--- config.mk ---
export PLATFORM = sky130hd
export DESIGN_NAME = ps_chain_source
export DESIGN_NICKNAME = d
export VERILOG_FILES = /design/src/logic/ps_chain_pkg.sv /design/src/logic/ps_chain_source.sv
export SDC_FILE = /design/constraint.sdc
export NUM_CORES = 1
export LEC_CHECK = 0
export ABC_AREA = 1
export CORE_MARGIN = 5
export CORE_UTILIZATION = 35
export CTS_BUF_LIST = sky130_fd_sc_hd__clkbuf_4
export DETAILED_ROUTE_END_ITERATION = 8
export DONT_BUFFER_PORTS = 1
export GPL_TIMING_DRIVEN = 0
export HOLD_SLACK_MARGIN = 0.06
export PLACE_DENSITY = 0.55
export SYNTH_ARGS = -nofsm -noshare
export SYNTH_HDL_FRONTEND = slang
export SYNTH_SLANG_ARGS = --single-unit
--- constraint.sdc ---
create_clock -name clk_i -period 2.4 [get_ports clk_i]
set_input_delay 0.48 -clock clk_i [delete_from_list [all_inputs] [get_ports clk_i]]
set_output_delay 0.48 -clock clk_i [all_outputs]
set_load 0.02 [all_outputs]
--- src/logic/ps_chain_pkg.sv ---
// package for the multi-target passive serial configuration source
// Summary of operation
// - Source offers widths of 1, 2, 4, 8
// - Width matches target count for speed
// - Surplus data lines carry nothing, unconnected
// - One line may feed two chained targets
// - Broadcast targets share every line, enable low
// - Master source generates the data clock
// - Chip select from config-complete, cascade chained
// - Cascade handover completes within one clock
// - Enhanced sources are never cascaded
// - Any error halts and restarts whole chain
// - Missing config-complete drives status low; with ctrl_restart set the source retries without pulling it
// - Init trigger may drive configuration request
// - Only first source drives configuration request
// - Mixed chains join complete and status lines
// - Wait 64 or 16 clocks for complete
// - Retry once status released after timeout
package ps_chain_pkg;
	// register offsets of the controller's own register file
	localparam logic [3:0] ctrl_offset    = 4'h0;
	localparam logic [3:0] status_offset  = 4'h4;
	localparam logic [3:0] width_offset   = 4'h8;
	localparam logic [3:0] length_offset  = 4'hC;
	// control field positions
	localparam int ctrl_start_bit   = 0;
	localparam int ctrl_older_bit   = 1;
	localparam int ctrl_restart_bit = 2;
	localparam int ctrl_trigger_bit = 3;
	// status field positions
	localparam int stat_busy_bit  = 0;
	localparam int stat_done_bit  = 1;
	localparam int stat_error_bit = 2;
	localparam int stat_state_lsb = 4;
	// reset values
	localparam logic [3:0]  width_reset  = 4'h1;
	localparam logic [31:0] length_reset = 32'h0000_0100;
	// completion waits after last bit
	localparam logic [6:0] wait_enhanced = 7'h40;
	localparam logic [6:0] wait_older    = 7'h10;
	// data clock divider half period less one, in system clocks
	localparam logic [3:0] half_period = 4'h6;
	// least low time of the request pulse
	localparam int request_low_us  = 2;
	localparam int clock_mhz       = 250;
	localparam int request_low_cyc = request_low_us * clock_mhz;
	// retry wait for released status
	localparam int release_wait_us  = 100;
	localparam int release_wait_cyc = release_wait_us * clock_mhz;
	// controller states
	typedef enum logic [2:0] {
		st_idle,
		st_request,
		st_wait_status,
		st_shift,
		st_wait_done,
		st_fail,
		st_done
	} state_type;
endpackage

--- src/logic/ps_chain_source.sv ---
// configuration source: drives n-bit passive serial targets from a software-fed word register
`timescale 1ns/1ps
`default_nettype none
module ps_chain_source #(
	parameter int max_width      = 8,
	parameter int release_wait   = ps_chain_pkg::release_wait_cyc,
	parameter int request_low    = ps_chain_pkg::request_low_cyc
) (
	// clock and reset
	input  wire logic        clk_i,
	input  wire logic        rst_i,
	// wishbone slave
	input  wire logic        cyc_i,
	input  wire logic        stb_i,
	input  wire logic        we_i,
	input  wire logic [3:0]  adr_i,
	input  wire logic [3:0]  sel_i,
	input  wire logic [31:0] dat_i,
	output logic      [31:0] dat_o,
	output logic             ack_o,
	// data words from software side
	input  wire logic [max_width-1:0] word_i,
	input  wire logic        word_valid_i,
	output logic             word_ready_o,
	// target pins
	output logic             serial_data_clock_o,
	output logic [max_width-1:0] serial_data_o,
	output logic             config_request_n_o,
	output logic             status_n_o,
	output logic             status_n_oe_o,
	input  wire logic        status_n_i,
	input  wire logic        config_done_i
);
	// synchronisers for the wired lines
	logic [1:0] status_sync;
	logic [1:0] done_sync;
	// register file
	logic        ctrl_older;      // older source type chosen
	logic        ctrl_restart;    // automatic retry after error
	logic [3:0]  width;           // active data lines
	logic [31:0] length;          // bit count per line
	logic        start_pulse;     // one-cycle start from software
	logic        done_flag;
	logic        error_flag;
	// engine state
	ps_chain_pkg::state_type state;
	ps_chain_pkg::state_type next_state;
	logic [31:0] count;
	logic [31:0] next_count;
	logic [3:0]  divider;
	logic [3:0]  next_divider;
	logic        sclk;
	logic        next_sclk;
	logic [max_width-1:0] data;
	logic [max_width-1:0] next_data;
	logic        request_n;
	logic        next_request_n;
	logic        drive_low;
	logic        next_drive_low;
	logic        ready;
	logic        next_ready;
	logic        set_done;
	logic        set_error;
	// bus registers next values
	logic        next_ack;
	logic [31:0] next_dat;
	logic        next_older;
	logic        next_restart;
	logic [3:0]  next_width;
	logic [31:0] next_length;
	logic        next_start;
	logic        next_done_flag;
	logic        next_error_flag;
	logic        bus_write;
	logic [3:0]  width_mask;

	// joined complete and status lines sampled
	// synchronise pins; first stage read only by second
	always_ff @(posedge clk_i) begin
		if (rst_i) begin
			status_sync <= 2'h3;
			done_sync   <= 2'h0;
		end else begin
			status_sync <= {status_sync[0], status_n_i};
			done_sync   <= {done_sync[0], config_done_i};
		end
	end

	// bus decode and register updates
	always_comb begin
		bus_write       = cyc_i && stb_i && we_i && !ack_o && sel_i[0];
		next_ack        = cyc_i && stb_i && !ack_o;
		next_older      = ctrl_older;
		next_restart    = ctrl_restart;
		next_width      = width;
		next_length     = length;
		next_start      = 1'b0;
		next_done_flag  = done_flag;
		next_error_flag = error_flag;
		next_dat        = 32'h0000_0000;
		if (bus_write) begin
			case (adr_i)
				ps_chain_pkg::ctrl_offset: begin
					// source type only picks the completion wait
					next_start   = dat_i[ps_chain_pkg::ctrl_start_bit];
					next_older   = dat_i[ps_chain_pkg::ctrl_older_bit];
					next_restart = dat_i[ps_chain_pkg::ctrl_restart_bit];
				end
				ps_chain_pkg::status_offset: begin
					// write one clears the flags
					if (dat_i[ps_chain_pkg::stat_done_bit]) next_done_flag = 1'b0;
					if (dat_i[ps_chain_pkg::stat_error_bit]) next_error_flag = 1'b0;
				end
				ps_chain_pkg::width_offset: begin
					if (dat_i[3:0] == 4'h1 || dat_i[3:0] == 4'h2 || dat_i[3:0] == 4'h4 || dat_i[3:0] == 4'h8)
						next_width = dat_i[3:0];
				end
				// bits per line, longer for chains
				ps_chain_pkg::length_offset: next_length = dat_i;
				default: ;
			endcase
		end
		// hardware set wins over clear
		if (set_done) next_done_flag = 1'b1;
		if (set_error) next_error_flag = 1'b1;
		if (next_ack && !we_i) begin
			case (adr_i)
				ps_chain_pkg::ctrl_offset: begin
					next_dat[ps_chain_pkg::ctrl_older_bit]   = ctrl_older;
					next_dat[ps_chain_pkg::ctrl_restart_bit] = ctrl_restart;
				end
				ps_chain_pkg::status_offset: begin
					next_dat[ps_chain_pkg::stat_busy_bit]  = (state != ps_chain_pkg::st_idle);
					next_dat[ps_chain_pkg::stat_done_bit]  = done_flag;
					next_dat[ps_chain_pkg::stat_error_bit] = error_flag;
					next_dat[ps_chain_pkg::stat_state_lsb +: 3] = state;
				end
				ps_chain_pkg::width_offset:  next_dat[3:0] = width;
				ps_chain_pkg::length_offset: next_dat = length;
				default: next_dat = 32'h0000_0000;
			endcase
		end
	end

	// register the bus side
	always_ff @(posedge clk_i) begin
		if (rst_i) begin
			ack_o        <= 1'b0;
			dat_o        <= 32'h0000_0000;
			ctrl_older   <= 1'b0;
			ctrl_restart <= 1'b0;
			width        <= ps_chain_pkg::width_reset;
			length       <= ps_chain_pkg::length_reset;
			start_pulse  <= 1'b0;
			done_flag    <= 1'b0;
			error_flag   <= 1'b0;
		end else begin
			ack_o        <= next_ack;
			dat_o        <= next_dat;
			ctrl_older   <= next_older;
			ctrl_restart <= next_restart;
			width        <= next_width;
			length       <= next_length;
			start_pulse  <= next_start;
			done_flag    <= next_done_flag;
			error_flag   <= next_error_flag;
		end
	end

	// engine: request pulse, shift, completion wait, failure
	always_comb begin
		next_state     = state;
		next_count     = count;
		next_divider   = divider;
		next_sclk      = sclk;
		next_data      = data;
		next_request_n = request_n;
		next_drive_low = drive_low;
		next_ready     = 1'b0;
		set_done       = 1'b0;
		set_error      = 1'b0;
		width_mask     = width - 4'h1;
		case (state)
			ps_chain_pkg::st_idle: begin
				next_sclk = 1'b0;
				if (start_pulse) begin
					next_state     = ps_chain_pkg::st_request;
					next_request_n = 1'b0;
					next_count     = 32'h0;
				end
			end
			ps_chain_pkg::st_request: begin
				next_count = count + 32'h1;
				if (count >= 32'(request_low)) begin
					next_request_n = 1'b1;
					next_count     = 32'h0;
					next_state     = ps_chain_pkg::st_wait_status;
				end
			end
			ps_chain_pkg::st_wait_status: begin
				next_count = count + 32'h1;
				if (status_sync[1]) begin
					next_count   = 32'h0;
					next_divider = 4'h0;
					next_state   = ps_chain_pkg::st_shift;
				end else if (count >= 32'(release_wait)) begin
					set_error  = 1'b1;
					next_state = ps_chain_pkg::st_fail;
				end
			end
			ps_chain_pkg::st_shift: begin
				next_divider = divider + 4'h1;
				if (!status_sync[1]) begin
					set_error  = 1'b1;
					next_sclk  = 1'b0;
					next_state = ps_chain_pkg::st_fail;
				end else if (divider == ps_chain_pkg::half_period) begin
					next_divider = 4'h0;
					if (!sclk && count != 32'h0) begin
						// rising edge: data already stable
						next_sclk = 1'b1;
					end else begin
						// first word loads with the clock still low, so no stale bit is clocked in
						next_sclk = 1'b0;
						if (count == length) begin
							next_count = 32'h0;
							next_state = ps_chain_pkg::st_wait_done;
						end else if (word_valid_i) begin
							// next word follows at once, no gap
							next_data  = word_i & max_width'((1 << (width_mask + 4'h1)) - 1);
							next_ready = 1'b1;
							next_count = count + 32'h1;
						end
					end
				end
			end
			// complete within 64 or 16 clocks
			ps_chain_pkg::st_wait_done: begin
				next_divider = divider + 4'h1;
				if (done_sync[1]) begin
					set_done   = 1'b1;
					next_sclk  = 1'b0;
					next_state = ps_chain_pkg::st_done;
				end else if (divider == ps_chain_pkg::half_period) begin
					next_divider = 4'h0;
					next_sclk    = !sclk;
					if (!sclk) begin
						// each rise here closes one clock period after the last bit's rise
						next_count = count + 32'h1;
						if (count[6:0] == (ctrl_older ? ps_chain_pkg::wait_older : ps_chain_pkg::wait_enhanced) - 7'h1) begin
							// pull status low in st_fail unless ctrl_restart is set; the closing rise is not driven
							set_error      = 1'b1;
							next_sclk      = 1'b0;
							next_state     = ps_chain_pkg::st_fail;
						end
					end
				end
			end
			ps_chain_pkg::st_fail: begin
				next_drive_low = 1'b1;
				next_sclk      = 1'b0;
				if (start_pulse || ctrl_restart) begin
					next_drive_low = 1'b0;
					next_count     = 32'h0;
					next_state     = ps_chain_pkg::st_wait_status;
				end
			end
			ps_chain_pkg::st_done: begin
				next_state = ps_chain_pkg::st_idle;
			end
			default: next_state = ps_chain_pkg::st_idle;
		endcase
	end

	// register the engine; outputs all from flops except status_n_o, which is tied low
	always_ff @(posedge clk_i) begin
		if (rst_i) begin
			state     <= ps_chain_pkg::st_idle;
			count     <= 32'h0;
			divider   <= 4'h0;
			sclk      <= 1'b0;
			data      <= '0;
			request_n <= 1'b1;
			drive_low <= 1'b0;
			ready     <= 1'b0;
		end else begin
			state     <= next_state;
			count     <= next_count;
			divider   <= next_divider;
			sclk      <= next_sclk;
			data      <= next_data;
			request_n <= next_request_n;
			drive_low <= next_drive_low;
			ready     <= next_ready;
		end
	end

	assign status_n_o          = 1'b0;
	assign status_n_oe_o       = drive_low;
	// one clock and data set shared by all targets
	assign serial_data_clock_o = sclk;
	assign serial_data_o       = data;
	// single request output for the chain
	assign config_request_n_o  = request_n;
	assign word_ready_o        = ready;
endmodule
`default_nettype wire

# Word-level counts from Yosys, hierarchy flattened
# Index checks and enable logic that the tools add are counted.
[word_totals]
regBits = 129
output_inout_bits = 46
elab_cells = 184
input_bits = 56
[op_classes]
mux = 68
eq_ne = 33
addsub = 6
order_cmp = 2
bitwise_logic = 10
reduce_logical = 44
shift = 1
[op_table]
columns = ["operator", "count"]
rows = [
  ["$mux W32", 12],
  ["$pmux W32 S6", 1],
  ["$mux W3", 13],
  ["$add A32 B1 Y32 const B", 1],
  ["$eq A32 B32 Y1", 1],
  ["$ge A32 B15 Y1 const B", 1],
  ["$ge A32 B9 Y1 const B", 1],
  ["$reduce_bool A32 Y1", 1],
  ["$mux W1", 28],
  ["$ne A3 B3 Y1 const B", 8],
  ["$ne A2 B2 Y1 const B", 10],
  ["$reduce_and A10 Y1", 2],
  ["$pmux W3 S6", 1],
  ["$mux W4", 4],
  ["$reduce_and A3 Y1", 5],
  ["$reduce_bool A2 Y1", 7],
  ["$eq A4 B3 Y1 const B", 3],
  ["$eq A4 B4 Y1 const B", 3],
  ["$pmux W4 S3", 1],
  ["$not A1 Y1", 9],
  ["$pmux W1 S3", 3],
  ["$reduce_bool A3 Y1", 3],
  ["$add A4 B1 Y4 const B", 2],
  ["$and A8 B8 Y8", 1],
  ["other kinds (25)", 43],
]

# Longest topological paths before layout
# Gate-level depths: netlist of the first run.
[logic_depth]
ltp_word = 10
mapped_depth = 15

# Worst setup path after synthesis of the first run
# OpenSTA, ideal clock, no wires.
[synth_timing]
kind = "in2reg"
start = "input port adr_i[1]"
end = "register length[0]"
stages = 7
path_slack_ns = 0.684
n_path_buf = 1
arrival_time_ns = 1.588
t_required_ns = 2.272
cell_sequence = "nor2_1 inv_1 nor3_1 nand2_1 clkbuf_1 o21ai_0 a21oi_1"
[synth_between]
elab_chain_cells = 2
[synth_rtl]
columns = ["item", "line_no", "rtl"]
rows = [
  ["start: declaration", "ps_chain_source.sv:16", "input wire logic [3:0] adr_i,"],
  ["$eq A4 B4 Y1", "ps_chain_source.sv:102", "case (adr_i)"],
  ["$reduce_and A2 Y1 (no line)", "--", ""],
  ["end signal: assignment", "ps_chain_source.sv:153", "length <= ps_chain_pkg::length_reset;"],
  ["end signal: assignment", "ps_chain_source.sv:163", "length <= next_length;"],
  ["end: declaration", "ps_chain_source.sv:41", "logic [31:0] length;"],
]
# No other way between the ends.
# A chain may end at the register's enable or synchronous reset.

# Worst setup path after layout of the first run
[layout_timing]
start = "register count[19]"
end = "register count[21]"
[layout_between]
elab_chain_cells = 7
elab_cells_between_ends = 19
[layout_rtl]
columns = ["item", "line_no", "rtl"]
rows = [
  ["start: declaration", "ps_chain_source.sv:48", "logic [31:0] count;"],
  ["start signal: assignment", "ps_chain_source.sv:288", "count <= next_count;"],
  ["$add A32 B1 Y32", "--", ""],
  ["$mux W32", "ps_chain_source.sv:228", "end else if (word_valid_i) begin"],
  ["$mux W32", "ps_chain_source.sv:225", "if (count == length) begin"],
  ["$mux W32", "ps_chain_source.sv:219", "if (!sclk && count != 32'h0) begin"],
  ["$mux W32", "ps_chain_source.sv:217", "end else if (divider == ps_chain_pkg::half_period) begin"],
  ["$mux W32", "ps_chain_source.sv:213", "if (!status_sync[1]) begin"],
  ["$pmux W32 S6", "ps_chain_source.sv:183", "case (state)"],
]
# Parallel ways exist; a longest one is shown, timed or not. The select of a mux whose other input is x is not followed.

==> summary.txt, run 1 <==
Placed design
  – DP HPWL: 15.76 mm
  – Routability cong.: 0.9048
  – Setup WS pre-CTS: 0.02310 ns
  – Buffers on Ports: 0

Pwr
  – Pwr dens: 648.8 nW/µm²
  – Sw frac: 0.3578
  – Register share of total power: 0.456
  – Leakage: 3.138 nW
  – Power share of the clock group: 0.311
  – Pint: 0.003178 W
  – Sw Pwr: 0.001771 W
  – Combinational power share: 0.234
  – Peak supply drop: 0.3921 mV

Worst setup path
  – Crit Path Class: reg2reg
  – Crit-path max FO: 10
  – Crit-path slowest cell: dfxtp_2
  – Cell family with most CP delay: simple AND/OR/NAND/NOR gates
  – Crit path DAT: 2.66 ns
  – Crit path largest cell delay: 0.39 ns
  – CP dominant cell by count: nand2_1
  – Required time worst endpoint: 2.84 ns
  – Setup crit start kind: register
  – CP cell instances: inv_1, nand2_1, nand2_1, nand2_1, nor2_1, nand2_1, nor2_2, nand2_2, nand3_2, nand2_2, o21ai_1, buf_4, nor2_1
  – CP bufs+invs: 2
  – Crit end category: register

Route
  – Pre-Repair DR Iteration Count: 5
  – Routed WL: 21.05 mm
  – Total vias in the final route: 6742
  – ANT nets after route: 0
  – Vias per cell: 4.854
  – Number of DRC markers in iteration 0: 462
  – DRC Markers: 0
  – DR WL/cell: 15.15 µm

Floorplanning
  – Initial Utilization: 0.3536
  – Core Footprint: 19400 µm²
  – Cell row count: 51
  – I/O Pins: 102
  – Die area: 22500 µm²
  – Die X: 150.0 µm
  – Die height: 150.0 µm

Synthesis
  – Yosys warning total: 0
  – Mux share of post-synthesis cell area: 0
  – Synth area leader: dfxtp_1
  – Number of synthesized register bits: 129
  – Post-synthesis simple-gate area fraction: 0.3747
  – Leading post-synthesis cells by cell area: dfxtp_1 (38%), nand2_1 (15%), nor2_1 (8.8%), inv_1 (7.4%), nand3_1 (7.3%)
  – Synth top area share: 0.3765
  – Yosys cell types: 42
  – Synthesized area per cell: 6.363 µm²
  – Count leader, synth: nand2_1
  – EDFF count, synth: 0
  – Commonest cells post-synth: nand2_1 (283), nor2_1 (161), inv_1 (135)
  – Compound-gate portion of the synthesized area: 0.1009
  – Sequential share of the synthesized area: 0.3765
  – Cells after Synth: 1078
  – FFs w/ async S/R, synth: 0
  – Post-Syn Area: 6859 µm²
  – Syn Nets: 1139
  – Synth Area in Adders: 0.009121
  – Largest family of logic cells by synthesized area: simple AND/OR/NAND/NOR gates
  – Top FF cell, synth: dfxtp_1
  – Synth Area in XOR/XNOR: 0.02937

Global routing
  – Vias in the first global route: 6387
  – Met2 Usage GRT: 0.3059
  – Met3 usage: 0.05633
  – GRT met1 Usage: 0.2480
  – Global-route wire length before repair: 33.43 mm
  – Pin count of the biggest net entering global routing: 17
  – Total track usage: 0.1910
  – Antenna violations before repair: 2
  – GRT Max-Usage Layer: met2
  – Congestion Overflow GR: 0

Clocking
  – Maximum clock path buffer count: 2
  – Num CTS Buffers: 17
  – Clock Latency Late Sink: 0.56 ns
  – CTS clock-pin slew for the worst setup and hold paths: 0.13 ns
  – CTS tree: built
  – CTS root buf: clkbuf_4
  – Max H-tree Level: 4
  – Num Clock Sinks: 129

Final layout
  – NumNets Final: 1171
  – Fill cell count: 2220
  – Finished Core Util: 0.3931
  – Area Growth Syn to Fin: 11.18%
  – Layout cell share with drive strength beyond 1: 0.07391

Flow run
  – Max Cap Viol: 0

Timing
  – Rel. slew slack: 0.5402
  – Clock Skews: 0.02416 ns
  – Tcrit/Tclk final: 0.9241
  – Worst Tran Pin Value: 0.6897 ns
  – Setup Viol. Count Final: 0
  – Final Critical Period: 2.218 ns
  – Final Hold Vio Count: 0
  – Max Freq: 450.9 MHz
  – Fin Setup TNS: 0 ns
  – Final worst setup slack: 0.1822 ns
  – Slew Limit Fails: 0

Min path
  – Worst Hold Class: in2reg

Run status
  – Status: complete, no violations
metal layers:
layer / up-vias / part of all wire
met5: - / 0.00052
met4: 2 / 0.021
met3: 34 / 0.070
met2: 183 / 0.45
met1: 3032 / 0.45
li1: 3491 / -
path summary, 6_finish.rpt:
check / from / endpoint / slack [ns] / cells after the start
min reg2reg: done_sync[0] / done_sync[1] / 0.40 / 2
max reg2reg: count[19] / count[21] / 0.18 / 13
min: dat_i[13] / length[13] / 0.11 / 2
max: count[19] / count[21] / 0.18 / 13
through the flow:
step	cell area (µm²)	std cells	hold WS [ns]	total power [W]
finish	7626	1389	0.1124	0.004948
global route	7626	1389	0.06220	0.005231
CTS	7590	1386	0.06503	0.004992
detailed placement	7191	1343	0.3978	0.003432
global placement	7191	1343	0.3904	0.003425
floorplan	6859	1078	0.3883	0.003082
power groups by stage:
stage | sequential [W] | combinational, W | clock, W
2_1_floorplan | 0.00229 | 0.000795 | 0
5_1_grt | 0.00226 | 0.00129 | 0.00168
3_5_place_dp | 0.00230 | 0.00113 | 0
3_3_place_gp | 0.00230 | 0.00112 | 0
6_report | 0.00225 | 0.00116 | 0.00154
4_1_cts | 0.00226 | 0.00115 | 0.00159
cell usage in the layout, fill, tap and decap left out, types with 6 or more instances in the layout:
cell	synthesis	routed
nor3_1	9	8
nand2_1	283	282
nand2_2	5	6
dlygate4sd3_1	0	12
a21oi_1	63	63
clkbuf_1	20	20
clkbuf_4	0	20
buf_2	14	14
nand3_1	100	99
inv_1	135	135
xnor2_1	21	21
buf_4	6	7
nor2_1	161	159
nand4_1	26	26
dfxtp_1	129	128
o21ai_0	48	48
timing repair:
item / 4_1_cts / 5_1_grt
pin swaps: 0 / 2
buffers inserted: 0 / 1
endpoints found under the hold margin: 13 / 1
setup endpoints to repair: 4 / 33
gates resized for setup: 1 / 5
hold buffers: 11 / 1
sequential cells by signal, indices dropped and copies added (netlist names), 2 cells and up:
| register | cells |
|---|---|
| count | 32 |
| dat_o | 32 |
| divider | 4 |
| done_sync | 2 |
| length | 32 |
| serial_data_o | 8 |
| state | 3 |
| status_sync | 2 |
| width | 4 |
worst reg2reg max path, cell delays in order (launching register included):
cell	delay [ns]
dfxtp_2	0.39
inv_1	0.13
nand2_1	0.07
nand2_1	0.05
nand2_1	0.05
nor2_1	0.18
nand2_1	0.13
nor2_2	0.20
nand2_2	0.14
nand3_2	0.17
nand2_2	0.10
o21ai_1	0.16
buf_4	0.23
nor2_1	0.07
cells by family (layout without fill, tap and decap cells):
family / Yosys count / after routing
xor+xnor: 23 / 23
flops: 129 / 129
other cells: 1 / 2
buf+inv: 184 / 229
simple gates: 606 / 606
fa+ha+maj: 5 / 5
compound gates: 130 / 130
final cells by class:
cell class / count / area, µm² / area share
timing repair buffer: 13 / 127.6 / 0.01673
antenna: 1 / 2.502 / 0.0003281
buffer: 43 / 217.7 / 0.02855
tap: 265 / 331.6 / 0.04348
clock inverter: 12 / 136.4 / 0.01788
sequential: 129 / 2584 / 0.3388
inverter: 141 / 529.3 / 0.06940
clock buffer: 20 / 150.1 / 0.01969
multi-input combinational: 765 / 3547 / 0.4651
(Power assumes the default switching activity.)
==> run 2: changes to the inputs <==
--- a/config.mk
+++ b/config.mk
@@ -13,7 +13,6 @@
 export DONT_BUFFER_PORTS = 1
 export GPL_TIMING_DRIVEN = 0
 export HOLD_SLACK_MARGIN = 0.06
-export PLACE_DENSITY = 0.55
 export SYNTH_ARGS = -nofsm -noshare
 export SYNTH_HDL_FRONTEND = slang
 export SYNTH_SLANG_ARGS = --single-unit
==> run 2 against run 1 <==
  * Combinational power hardly changed
  * Final cell count shrank 0.14%
  * Routed wire length fell by 1.7%
  * Worst setup slack better by 0.012 ns
  * First-iteration DRC count down 12%
  * Sequential power barely moved
  * Non-clock buffer count fell by 1
  * Clock power is 9.7% lower
  * Design area fell by 0.74%
  * Critical path depth is the same
  * Global-route usage fell by 0.70 points
  * Count of clock-buffer cells in the layout down 2
  * Largest power group unchanged
==> summary.txt, run 2 (synthesis gave the netlist of run 1 again) <==
Worst setup path
  – Crit path to: count[21]
  – R2R Path End: count[21]
  – Worst setup path start: count[0]
  – Crit end category: register
  – CP cell instances: inv_1, ha_1, nor3b_1, nand2_1, nor2_1, nand2_1, nand3_1, nand2_1, inv_2, nand2_2, o21ai_1, buf_4, nor2_1
  – Reg2Reg Setup Slack: 0.19 ns
  – CP dominant cell by count: nand2_1
  – Crit path DAT: 2.64 ns
  – Crit path largest cell delay: 0.38 ns
  – Required time worst endpoint: 2.84 ns
  – Crit Path Class: reg2reg
  – FF-to-FF path depth: 13
  – Critical R2R Launch: count[0]
  – Crit-path slowest cell: dfxtp_1
  – Setup crit start kind: register
  – Crit-path max FO: 10

Placed design
  – Placed cell count: 1343
  – Routability cong.: 0.9165
  – Buffers on Ports: 0
  – DP HPWL: 15.59 mm

Timing
  – Tcrit/Tclk final: 0.9190
  – Rel. slew slack: 0.5091
  – Final Hold Vio Count: 0
  – Worst Tran Pin Value: 0.7364 ns
  – Final Critical Period: 2.206 ns
  – Slew Limit Fails: 0
  – Max Freq: 453.4 MHz
  – Clock Skews: 0.02168 ns
  – Setup Viol. Count Final: 0

Route
  – Total vias in the final route: 6784
  – DRC Markers: 0
  – ANT nets after route: 0
  – Number of DRC markers in iteration 0: 406
  – DR WL/cell: 14.92 µm
  – Vias per cell: 4.891
  – Routed WL: 20.69 mm
  – Pre-Repair DR Iteration Count: 5

Min path
  – Worst Hold Class: in2reg

Floorplanning
  – I/O Pins: 102
  – Die X: 150.0 µm
  – Cell row count: 51
  – Initial Utilization: 0.3536
  – Die area: 22500 µm²
  – Core Footprint: 19400 µm²
  – Die height: 150.0 µm

Global routing
  – Global-route wire length before repair: 32.60 mm
  – Antenna violations before repair: 1
  – Congestion Overflow GR: 0
  – Pin count of the biggest net entering global routing: 17
  – Total track usage: 0.1840
  – Vias in the first global route: 6344

Final layout
  – Fill cell count: 2160
  – Most frequent cells in the layout: nand2_1 (282), nor2_1 (159), inv_1 (135)
  – Area occupied by multi-input gates: 3537 µm²
  – Finished Core Util: 0.3902
  – Layout cell share with drive strength beyond 1: 0.07219
  – Area Growth Syn to Fin: 10.36%
  – N_diodes: 0
  – Post-Layout Cell Count: 1387
  – Regs by FF count: count x32, dat_o x32, length x32
  – Reg area: 2584 µm²
  – Commonest non-fill, non-tap cell in the layout: nand2_1
  – NumNets Final: 1170

Clocking
  – Num Clock Sinks: 129
  – CTS root buf: clkbuf_4
  – Max H-tree Level: 4
  – CTS clock-pin slew for the worst setup and hold paths: 0.13 ns
  – Num CTS Buffers: 17
  – Clock Latency Late Sink: 0.56 ns
  – Maximum clock path buffer count: 2
  – CTS tree: built

Pwr
  – Power share of the clock group: 0.290
  – Register share of total power: 0.472
  – Sw Pwr: 0.001748 W
  – Peak supply drop: 0.3511 mV
  – Leakage: 3.119 nW
  – Pwr dens: 631.8 nW/µm²
  – Combinational power share: 0.238
  – Pint: 0.003035 W
  – Sw frac: 0.3654

Run status
  – Status: complete, no violations

Flow run
  – Max Cap Viol: 0
## run 2: final cells by class
class,instances,area share
Clock buffer,18,0.01785
Multi-Input combinational cell,765,0.4673
Inverter,141,0.06992
Buffer,43,0.02876
Clock inverter,14,0.01554
Tap cell,265,0.04380
Sequential cell,129,0.3413
Timing Repair Buffer,12,0.01554
## run 2: through the flow
stage | setup TNS [ns] | total power, W | area, µm² | setup WS, ns | hold WS [ns]
floorplan | 0 | 0.003082 | 6859 | 0.6838 | 0.3883
global placement | 0 | 0.003416 | 7191 | 0.007254 | 0.3933
detailed placement | 0 | 0.003420 | 7191 | 0.01256 | 0.3917
CTS | 0 | 0.004842 | 7553 | 0.04282 | 0.06847
global route | -0.01945 | 0.005078 | 7570 | -0.009277 | 0.06547
finish | 0 | 0.004783 | 7570 | 0.1943 | 0.1126
## run 2: routing by layer
metal / global-route usage / up-vias / share of wire
met5: 0 / - / 0.00058
met4: 0.05535 / 2 / 0.018
met3: 0.05784 / 32 / 0.079
met2: 0.2868 / 230 / 0.45
met1: 0.2440 / 3033 / 0.45
li1: - / 3487 / -
## run 2: worst max-delay path: cells and delay by family, from the launching register on
family / cells / cell delay [ns]
buffers and inverters: 3 / 0.49
AOI/OAI and AO/OA: 1 / 0.18
and+or+nand+nor: 8 / 0.84
DFF: 1 / 0.38
adders and majority gates: 1 / 0.20
## run 2: timing repair
action,in CTS,in global routing
endpoints found under the hold margin,13,0
buffers inserted,0,1
endpoints found under the setup margin,0,39
gates resized for setup,0,4
hold buffers,11,0
## run 2: power by group through the flow
stage,logic (W),registers [W],clock network (W)
floorplan,0.000795,0.00229,0
global placement,0.00111,0.00230,0
detailed placement,0.00112,0.00230,0
CTS,0.00113,0.00225,0.00145
global route,0.00126,0.00227,0.00155
finish,0.00114,0.00226,0.00139
## run 2: how the worst min path moves through the flow
stage	to	slack (ns)	cells after the start	from
2_1_floorplan	done_sync[1]	0.39	2	done_sync[0]
3_3_place_gp	status_sync[1]	0.39	1	status_sync[0]
3_5_place_dp	done_sync[1]	0.39	2	done_sync[0]
4_1_cts	length[26]	0.07	2	dat_i[26]
5_1_grt	width[2]	0.07	2	dat_i[2]
6_report	length[26]	0.11	2	dat_i[26]
